$ cat src/inc/dpc_pkg.sv
package dpc_pkg;
  localparam int          DATA_W        = 24;
  localparam logic [23:0] CNT_ZERO      = 24'h000000;
  localparam logic [23:0] STEP_ONE      = 24'h000002;
  localparam logic [23:0] STEP_QUAD     = 24'h000001;
  // Printed offsets are word indexes, so byte address is four times the index
  localparam logic [7:0]  IDX_PRESET_1  = 8'h01;
  localparam logic [7:0]  IDX_PRESET_2  = 8'h21;
  localparam logic [7:0]  IDX_SET_1     = 8'h03;
  localparam logic [7:0]  IDX_SET_2     = 8'h23;
  localparam logic [7:0]  IDX_PV_1      = 8'h05;
  localparam logic [7:0]  IDX_PV_2      = 8'h25;
  localparam logic [7:0]  IDX_MODE      = 8'h40;
  localparam logic [7:0]  IDX_CMD       = 8'h41;
  localparam logic [7:0]  IDX_STAT      = 8'h42;
  localparam logic [7:0]  IDX_RING      = 8'h43;
  localparam logic [7:0]  MODE_ONE      = 8'h08;
  localparam logic [7:0]  MODE_TWO      = 8'h12;
  // Command bit positions within a channel byte
  localparam int          CB_MCLR       = 0;
  localparam int          CB_LOAD       = 1;
  localparam int          CB_MOE        = 2;
  localparam int          CB_DOWN       = 3;
  localparam int          CB_EN         = 4;
  localparam int          CB_CAP        = 5;
  localparam int          CB_XCLR       = 6;
  localparam int          CH2_SHIFT     = 8;
  // Status bit positions within a channel nibble
  localparam int          SB_GT         = 0;
  localparam int          SB_EQ         = 1;
  localparam int          SB_LT         = 2;
  localparam int          SB_XP         = 3;
  localparam logic [31:0] RD_ZERO       = 32'h00000000;

  typedef struct packed {
    logic [23:0] cnt;
    logic [23:0] preset;
    logic [23:0] setv;
    logic [23:0] pv;
    logic        eq_latch;
    logic        xp_latch;
    logic        load_d;
    logic        cap_d;
    logic        xpin_d;
    logic        a_d;
    logic        b_d;
    logic        match_out;
  } dpc_chan_s;

  typedef struct packed {
    dpc_chan_s [1:0] ch;
    logic [7:0]      mode;
    logic [15:0]     cmd;
    logic [1:0]      ring;
    logic [31:0]     prdata;
    logic            pready;
  } dpc_state_s;
endpackage

$ cat src/logic/dpc_counter.sv
// Operation
// - Single-phase: each phase A pulse changes count by two.
// - Two-phase: each quadrature pulse period changes count by four.
// - Each counter is an unsigned 24-bit value.
// - Single-phase counts down while down command set, else up.
// - Two-phase: B leading A decrements, A leading B increments.
// - Preset is 24-bit word at index 1 (ch1) and 33 (ch2).
// - Rising edge of load command copies preset into counter.
// - External preset pin leading edge presets and sets latch.
// - While latch set, further external preset edges are ignored.
// - Preset clear command clears latch even with pin still active.
// - Counting happens only while count enable is set.
// - External inhibit pin stops counting regardless of commands.
// - Ring option presets counter whenever it equals set value.
// - Match pin active on equality only while output enable set.
// - Greater flag set while count exceeds set value.
// - Less flag set while count is below set value.
// - Match flag and pin latch until match clear command.
// - External preset seen flag latches until preset clear command.
// - After reset match is set since both are zero; re-latches.
// - Rising edge of capture request copies count to present value.
//
// The APB interface to the registers was decided locally.
`timescale 1ns/1ps
module dpc_counter
  import dpc_pkg::*;
(
  input  wire logic        ref_clk,
  input  wire logic        rst,
  input  wire logic        psel,
  input  wire logic        penable,
  input  wire logic        pwrite,
  input  wire logic [31:0] paddr,
  input  wire logic [31:0] pwdata,
  output logic      [31:0] prdata,
  output logic             pready,
  output logic             pslverr,
  input  wire logic [1:0]  phase_a,
  input  wire logic [1:0]  phase_b,
  input  wire logic [1:0]  ext_preset_pin,
  input  wire logic [1:0]  ext_inhibit_pin,
  output logic      [1:0]  match_out_pin
);

  dpc_state_s st;
  dpc_state_s next_st;

  function automatic logic [23:0] step_of(input logic two_phase, input logic a_edge,
                                          input logic b_edge);
    // Quadrature: four edges per period, one count each; single: two per pulse
    if (two_phase) begin
      step_of = (a_edge || b_edge) ? STEP_QUAD : CNT_ZERO;
    end else begin
      step_of = a_edge ? STEP_ONE : CNT_ZERO;
    end
  endfunction

  function automatic logic [7:0] word_idx(input logic [31:0] addr);
    word_idx = addr[9:2];
  endfunction

  // Command bit of one channel; the second channel sits one byte higher
  function automatic logic cmd_bit(input logic [15:0] cmd, input int c, input int pos);
    cmd_bit = cmd[c*CH2_SHIFT+pos];
  endfunction

  function automatic logic rose(input logic now, input logic prev);
    rose = now && !prev;
  endfunction

  function automatic logic changed(input logic now, input logic prev);
    changed = now ^ prev;
  endfunction

  // Set wins, so an event in the clear cycle is never lost
  function automatic logic latch_next(input logic cur, input logic set, input logic clr);
    if (set) begin
      latch_next = 1'b1;
    end else if (clr) begin
      latch_next = 1'b0;
    end else begin
      latch_next = cur;
    end
  endfunction

  // Direction from which phase moved against the level of the other
  function automatic logic quad_down(input logic a, input logic b, input logic a_moved);
    if (a_moved) begin
      quad_down = (a == b);
    end else begin
      quad_down = (a != b);
    end
  endfunction

  // Wraps modulo the counter width, no saturation
  function automatic logic [23:0] count_next(input logic [23:0] cnt, input logic [23:0] step,
                                             input logic down);
    if (down) begin
      count_next = 24'(cnt - step);
    end else begin
      count_next = 24'(cnt + step);
    end
  endfunction

  function automatic logic [3:0] status_of(input dpc_chan_s ch);
    status_of        = 4'h0;
    status_of[SB_GT] = ch.cnt > ch.setv;
    status_of[SB_EQ] = ch.eq_latch;
    status_of[SB_LT] = ch.cnt < ch.setv;
    status_of[SB_XP] = ch.xp_latch;
  endfunction

  function automatic logic [31:0] word24(input logic [23:0] v);
    word24 = {8'h00, v};
  endfunction

  // Preset load overrides counting in the same cycle
  function automatic dpc_chan_s chan_next(input dpc_chan_s cur, input logic [15:0] cmd,
                                          input int c, input logic two_phase,
                                          input logic ring, input logic a, input logic b,
                                          input logic xpin, input logic inhibit);
    dpc_chan_s   nxt;
    logic        a_edge;
    logic        b_edge;
    logic        down;
    logic        run;
    logic        xp_edge;
    logic        do_load;
    logic        cur_eq;
    logic [23:0] step;
    nxt    = cur;
    a_edge = changed(a, cur.a_d);
    b_edge = changed(b, cur.b_d);
    if (two_phase) begin
      down = quad_down(a, b, a_edge);
    end else begin
      // Rising edges only; the doubled step gives two counts a pulse
      a_edge = rose(a, cur.a_d);
      b_edge = 1'b0;
      down   = cmd_bit(cmd, c, CB_DOWN);
    end
    step    = step_of(two_phase, a_edge, b_edge);
    run     = cmd_bit(cmd, c, CB_EN) && !inhibit;
    xp_edge = rose(xpin, cur.xpin_d) && !cur.xp_latch;
    do_load = rose(cmd_bit(cmd, c, CB_LOAD), cur.load_d) || xp_edge;
    cur_eq  = (cur.cnt == cur.setv);
    if (ring && cur_eq) begin
      do_load = 1'b1;
    end
    if (do_load) begin
      nxt.cnt = cur.preset;
    end else if (run) begin
      nxt.cnt = count_next(cur.cnt, step, down);
    end
    nxt.a_d       = a;
    nxt.b_d       = b;
    nxt.xpin_d    = xpin;
    nxt.load_d    = cmd_bit(cmd, c, CB_LOAD);
    nxt.cap_d     = cmd_bit(cmd, c, CB_CAP);
    nxt.xp_latch  = latch_next(cur.xp_latch, xp_edge, cmd_bit(cmd, c, CB_XCLR));
    nxt.eq_latch  = latch_next(cur.eq_latch, cur_eq, cmd_bit(cmd, c, CB_MCLR));
    nxt.match_out = nxt.eq_latch && cmd_bit(cmd, c, CB_MOE);
    if (rose(cmd_bit(cmd, c, CB_CAP), cur.cap_d)) begin
      nxt.pv = cur.cnt;
    end
    chan_next = nxt;
  endfunction

  // Unmapped writes are dropped without an error
  function automatic dpc_state_s apply_write(input dpc_state_s s, input logic [7:0] idx,
                                             input logic [31:0] data);
    apply_write = s;
    case (idx)
      IDX_PRESET_1: apply_write.ch[0].preset = data[23:0];
      IDX_PRESET_2: apply_write.ch[1].preset = data[23:0];
      IDX_SET_1:    apply_write.ch[0].setv   = data[23:0];
      IDX_SET_2:    apply_write.ch[1].setv   = data[23:0];
      IDX_MODE:     apply_write.mode         = data[7:0];
      IDX_CMD:      apply_write.cmd          = data[15:0];
      IDX_RING:     apply_write.ring         = data[1:0];
      default: ;
    endcase
  endfunction

  function automatic logic [31:0] read_word(input dpc_state_s s, input logic [7:0] idx);
    case (idx)
      IDX_PRESET_1: read_word = word24(s.ch[0].preset);
      IDX_PRESET_2: read_word = word24(s.ch[1].preset);
      IDX_SET_1:    read_word = word24(s.ch[0].setv);
      IDX_SET_2:    read_word = word24(s.ch[1].setv);
      IDX_PV_1:     read_word = word24(s.ch[0].pv);
      IDX_PV_2:     read_word = word24(s.ch[1].pv);
      IDX_MODE:     read_word = {24'h000000, s.mode};
      IDX_CMD:      read_word = {16'h0000, s.cmd};
      IDX_STAT:     read_word = {24'h000000, status_of(s.ch[1]), status_of(s.ch[0])};
      IDX_RING:     read_word = {30'h00000000, s.ring};
      default:      read_word = RD_ZERO;
    endcase
  endfunction

  logic        acc;
  logic        wr;
  logic [7:0]  idx;
  logic        two_phase;

  always_comb begin
    next_st        = st;
    acc            = psel && penable;
    wr             = acc && pwrite;
    idx            = word_idx(paddr);
    two_phase      = (st.mode == MODE_TWO);
    // Ready and read data both load at the setup edge, so they stand together
    next_st.pready = psel && !penable;
    next_st.prdata = RD_ZERO;

    for (int c = 0; c < 2; c++) begin
      next_st.ch[c] = chan_next(st.ch[c], st.cmd, c, two_phase, st.ring[c], phase_a[c],
                                phase_b[c], ext_preset_pin[c], ext_inhibit_pin[c]);
    end

    if (wr) begin
      next_st = apply_write(next_st, idx, pwdata);
    end
    if (psel && !penable && !pwrite) begin
      next_st.prdata = read_word(st, idx);
    end
  end

  always_ff @(posedge ref_clk or posedge rst) begin
    if (rst) begin
      st <= '0;
    end else begin
      st <= next_st;
    end
  end

  assign prdata        = st.prdata;
  assign pready        = st.pready;
  assign pslverr       = 1'b0;
  assign match_out_pin = {st.ch[1].match_out, st.ch[0].match_out};

endmodule
$ cat config.mk
export PLATFORM = sky130hd
export DESIGN_NAME = dpc_counter
export DESIGN_NICKNAME = d
export VERILOG_FILES = /design/src/inc/dpc_pkg.sv /design/src/logic/dpc_counter.sv
export SDC_FILE = /design/constraint.sdc
export NUM_CORES = 1
export LEC_CHECK = 0
export BUFFER_PORTS_ARGS = -buffer_cell sky130_fd_sc_hd__buf_2
export CORE_ASPECT_RATIO = 1.2
export CORE_MARGIN = 2
export CORE_UTILIZATION = 61
export DETAILED_ROUTE_END_ITERATION = 10
export GPL_TIMING_DRIVEN = 0
export PLACE_DENSITY = 0.89
export SLEW_MARGIN = 20
export SYNTH_ARGS = -nofsm -noshare
export SYNTH_HDL_FRONTEND = slang
export SYNTH_SLANG_ARGS = --single-unit
export TNS_END_PERCENT = 5
$ cat constraint.sdc
create_clock -name ref_clk -period 10.1 [get_ports ref_clk]
set_input_delay 2.02 -clock ref_clk [delete_from_list [all_inputs] [get_ports ref_clk]]
set_output_delay 2.02 -clock ref_clk [all_outputs]
set_load 0.03 [all_outputs]
==> reports/results.env <==
OUTCOME='finished, final reports clean'
P_LEAK_nW=7.273
CLOCK_TREE.BUFFER_DEPTH=3
NUM-FILL-CELLS=1644
SYNTH.YOSYS.WARNINGS=0
ANTENNA_FOUND_INITIAL=0
SYNTH.LARGEST_AREA_CELL='sky130_fd_sc_hd__dfrtp_1'
SLEW_HEADROOM=0.2902
SYNTHTOPCELLSBYAREA='sky130_fd_sc_hd__dfrtp_1 (46%), sky130_fd_sc_hd__mux2_2 (11%), sky130_fd_sc_hd__ha_1 (4.8%), sky130_fd_sc_hd__nand2_1 (4.4%), sky130_fd_sc_hd__o21ai_0 (3.0%)'
CORE_REGION_UM2=22970
IOPINCOUNT=113
WORST_HOLD_START='st[36]'
START_UTIL=0.6147
SYNTH_ASYNC_SR_FLOP_SHARE=1.000
SLEW_VIOL_FINAL=0
PORT_BUFFER_CELLS=71
WORSTPATHREQUIRED_NS=10.51
POST_CTS_HOLD_BUFFER_COUNT=0
DRC=0
SYNTH.FF_LATCH_COUNT=259
CLK_TRANSITION_REPORTED_PATHS_NS=0.06
CTS-ROOT-BUF='sky130_fd_sc_hd__clkbuf_16'
WORST_SETUP_PATH_END_KIND='register'
NETLIST_INSTANCES=1408
CHIPWIDTH_UM=142.9
ANTENNA_CELLS=0
SYNTH-SEQ-AREA-SHARE=0.4589
WORST_R2R_STARTPOINT='st[56]'
WL_UM=41270
NETLIST-CELL-TYPE-COUNT=61
GLOBAL_ROUTE.USAGE.TOTAL=0.3448
VIAS=11871
CLKLATENCYLATEPIN_NS=0.55
RATIO_OF_CELLS_WITH_DRIVE_ABOVE_1_IN_THE_FINAL_LAYOUT=0.2001
FINALHOLDVIOLCOUNT=0
CTS_TREE='yes'
FIRST_PASS_GRT_WIRE_LENGTH_UM=65050
CLOCK.FMAX_MHz=169.7
MAX_SLEW.WORST_PIN.SLEW_NS=1.050
GRT_MAX_DEGREE=110
FIN_WORST_SKEW_NS=0.01671
SYNTH-MAIN-FF-CELL='sky130_fd_sc_hd__dfrtp_1'
GRT_OVERFLOW_TOTAL=0
WORSTHOLDPATHCELLS=0
DRT-INITIAL-DRC-COUNT=1120
FINALCOREUTILIZATION=0.6885
ROW_COUNT=61
GRT_PASS1_VIAS=11931
AVGVIACOUNTPERCELL=6.420
POST_SYNTH_EDFFS=0
MAPPEDNETLISTAREA_UM2=14120
DETAIL-ROUTE-ANTENNA-NETS=0
CTS_MAX_LEVEL=1
NUMBER_OF_MAXIMUM_CAPACITANCE_VIOLATIONS=0
CLOCK_SINKS=259
DPL_CELL_AREA_UM2=14960
WORSTSETUPSTARTPOINT='phase_a[1]'
WORSTSETUPSTARTPOINTTYPE='input port'
SYNTH_TOP_AREA_SHARE=0.4589
FP.DIEAREA_UM2=24390
MIN_PATH_TYPE='reg2reg'
SYN_TO_FINAL_GROWTH_PCT=12.01
CTS_SETUP_BUFFERS=0
WORST_R2R_PATH_DEPTH=15
SYNTH.AVG_CELL_AREA_UM2=10.03
CRIT_TYPE='in2reg'
TOP_LIBRARY_CELLS_BY_USAGE_IN_THE_LAYOUT_FILL_AND_TAPS_ASIDE='sky130_fd_sc_hd__dfrtp_1 (259), sky130_fd_sc_hd__nand2_1 (164), sky130_fd_sc_hd__mux2_2 (144)'
MOSTFREQUENTLAYOUTCELL='sky130_fd_sc_hd__dfrtp_1'
DR.PASS1.ITERS=6
FINAL_PERIOD_MINUS_WORST_SETUP_SLACK_NS=5.891
MIN_PERIOD_OVER_PERIOD=0.5833
FINAL_CELL_AREA_UM2=15820
WORSTPATHMAXFANOUT=8
TOTAL_CTS_BUFFERS=25
IR_DROP_WORST_CASE_VDD_mV=0.1290
POWER_DENSITY_OF_THE_PLACED_CELLS_nW_PER_UM2=158.3
FINAL_SETUP_VIOLATIONS=0
WORSTPATHARRIVAL_NS=6.30
CTS_RESIZED=0
RSZ_0062_RAISED_AFTER_GLOBAL_ROUTING='no'
GP_CONGESTION=0.9427
NETS=1649
DETAIL_ROUTE.WL_PER_CELL_UM=22.32
CHIPHEIGHT_UM=170.7
DETAILED_PLACER_S_ENDING_HPWL_UM=30810
[logic make-up after synthesis]
family          Yosys count  synth area share
buf+inv                 190           0.06007
mux                     164            0.1290
fa+ha+maj                56           0.05068
other cells               1         0.0002655
simple gates            419            0.1427
xor+xnor                 49           0.03234
compound gates          270            0.1260
flops                   259            0.4589
[final cells by class]
type	count	area, um^2	area share
clock inverter	9	116.4	0.007356
buffer	114	563.0	0.03560
multi-input combinational	967	6823	0.4313
timing repair buffer	73	410.4	0.02595
tap	315	394.1	0.02492
inverter	76	292.8	0.01851
clock buffer	36	737.0	0.04659
sequential	259	6481	0.4097
[registers in the layout, summed over array words and instances (netlist names)]
| name | flops |
|---|---|
| prdata | 24 |
| match_out_pin | 2 |
| pready | 1 |
| st | 232 |
[through the flow]
| stage | instances | hold WS, ns | setup TNS [ns] | setup WS (ns) | total power, mW |
|---|---|---|---|---|---|
| 2_1_floorplan | 1416 | 0.3728 | 0 | 0.9532 | 1.401 |
| 3_3_place_gp | 1802 | 0.3775 | -336.94 | -1.318 | 1.522 |
| 3_5_place_dp | 1804 | 0.3896 | 0 | 3.726 | 1.536 |
| 4_1_cts | 1849 | 0.4084 | 0 | 4.244 | 2.487 |
| 5_1_grt | 1849 | 0.4367 | 0 | 3.963 | 2.585 |
| 6_report | 1849 | 0.4083 | 0 | 4.209 | 2.503 |
[metal layers]
metal  track usage  share of wire  vias to the layer above
li1              -              -                     5222
met1        0.4488           0.38                     5743
met2        0.5498           0.47                      718
met3       0.05374          0.088                      188
met4        0.2002          0.065                        0
met5             0              0                        -
[report_power, final]
part / total [mW] / internal (mW) / leakage (nW) / switching, mW
sequential: 1.11 / 1.07 / 3.55 / 0.0412
clock: 0.968 / 0.562 / 0.421 / 0.407
combinational: 0.423 / 0.155 / 3.30 / 0.268
total: 2.50 / 1.79 / 7.27 / 0.716
[synth_stat cells (6+ instances only)]
cell type	number
sky130_fd_sc_hd__dfrtp_1	259
sky130_fd_sc_hd__nand2_1	164
sky130_fd_sc_hd__mux2_2	144
sky130_fd_sc_hd__o21ai_0	86
sky130_fd_sc_hd__nor2_1	79
sky130_fd_sc_hd__inv_1	76
sky130_fd_sc_hd__clkbuf_1	75
sky130_fd_sc_hd__ha_1	54
sky130_fd_sc_hd__a22oi_1	50
sky130_fd_sc_hd__xnor2_1	37
sky130_fd_sc_hd__a21oi_1	36
sky130_fd_sc_hd__buf_4	35
sky130_fd_sc_hd__a31oi_1	32
sky130_fd_sc_hd__nand4_1	31
sky130_fd_sc_hd__nor3_1	27
sky130_fd_sc_hd__nand3_1	25
sky130_fd_sc_hd__mux2i_1	20
sky130_fd_sc_hd__nor4_1	16
sky130_fd_sc_hd__a222oi_1	11
sky130_fd_sc_hd__or3_1	11
sky130_fd_sc_hd__or4_1	11
sky130_fd_sc_hd__xor2_1	10
sky130_fd_sc_hd__a211oi_1	9
sky130_fd_sc_hd__a221oi_1	9
sky130_fd_sc_hd__nor2b_1	9
sky130_fd_sc_hd__a21o_1	8
sky130_fd_sc_hd__and3_1	8
sky130_fd_sc_hd__and2_1	7
sky130_fd_sc_hd__nand2b_1	6
sky130_fd_sc_hd__o21a_1	6
[path summary, 6_finish.rpt]
check	slack, ns	to
setup / recovery	4.21	st[263]
hold / removal	0.41	st[64]
setup reg to reg	5.13	st[263]
hold reg to reg	0.41	st[64]
max in group asynchronous	7.65	st[137]
min in group asynchronous	1.53	st[165]
[worst max-delay path, stage by stage]
cell	delay, ns
sky130_fd_sc_hd__buf_2	0.12
sky130_fd_sc_hd__ha_1	0.35
sky130_fd_sc_hd__xnor3_1	0.45
sky130_fd_sc_hd__a2111oi_4	0.59
sky130_fd_sc_hd__a21oi_1	0.18
sky130_fd_sc_hd__fa_1	0.43
sky130_fd_sc_hd__clkbuf_1	0.22
sky130_fd_sc_hd__nor2_1	0.16
sky130_fd_sc_hd__or4b_1	0.54
sky130_fd_sc_hd__nor4_1	0.41
sky130_fd_sc_hd__nor4_1	0.10
sky130_fd_sc_hd__a31oi_1	0.24
sky130_fd_sc_hd__mux2i_1	0.25
sky130_fd_sc_hd__xnor2_1	0.14
sky130_fd_sc_hd__o21ai_0	0.09
(Power assumes the default switching activity.)
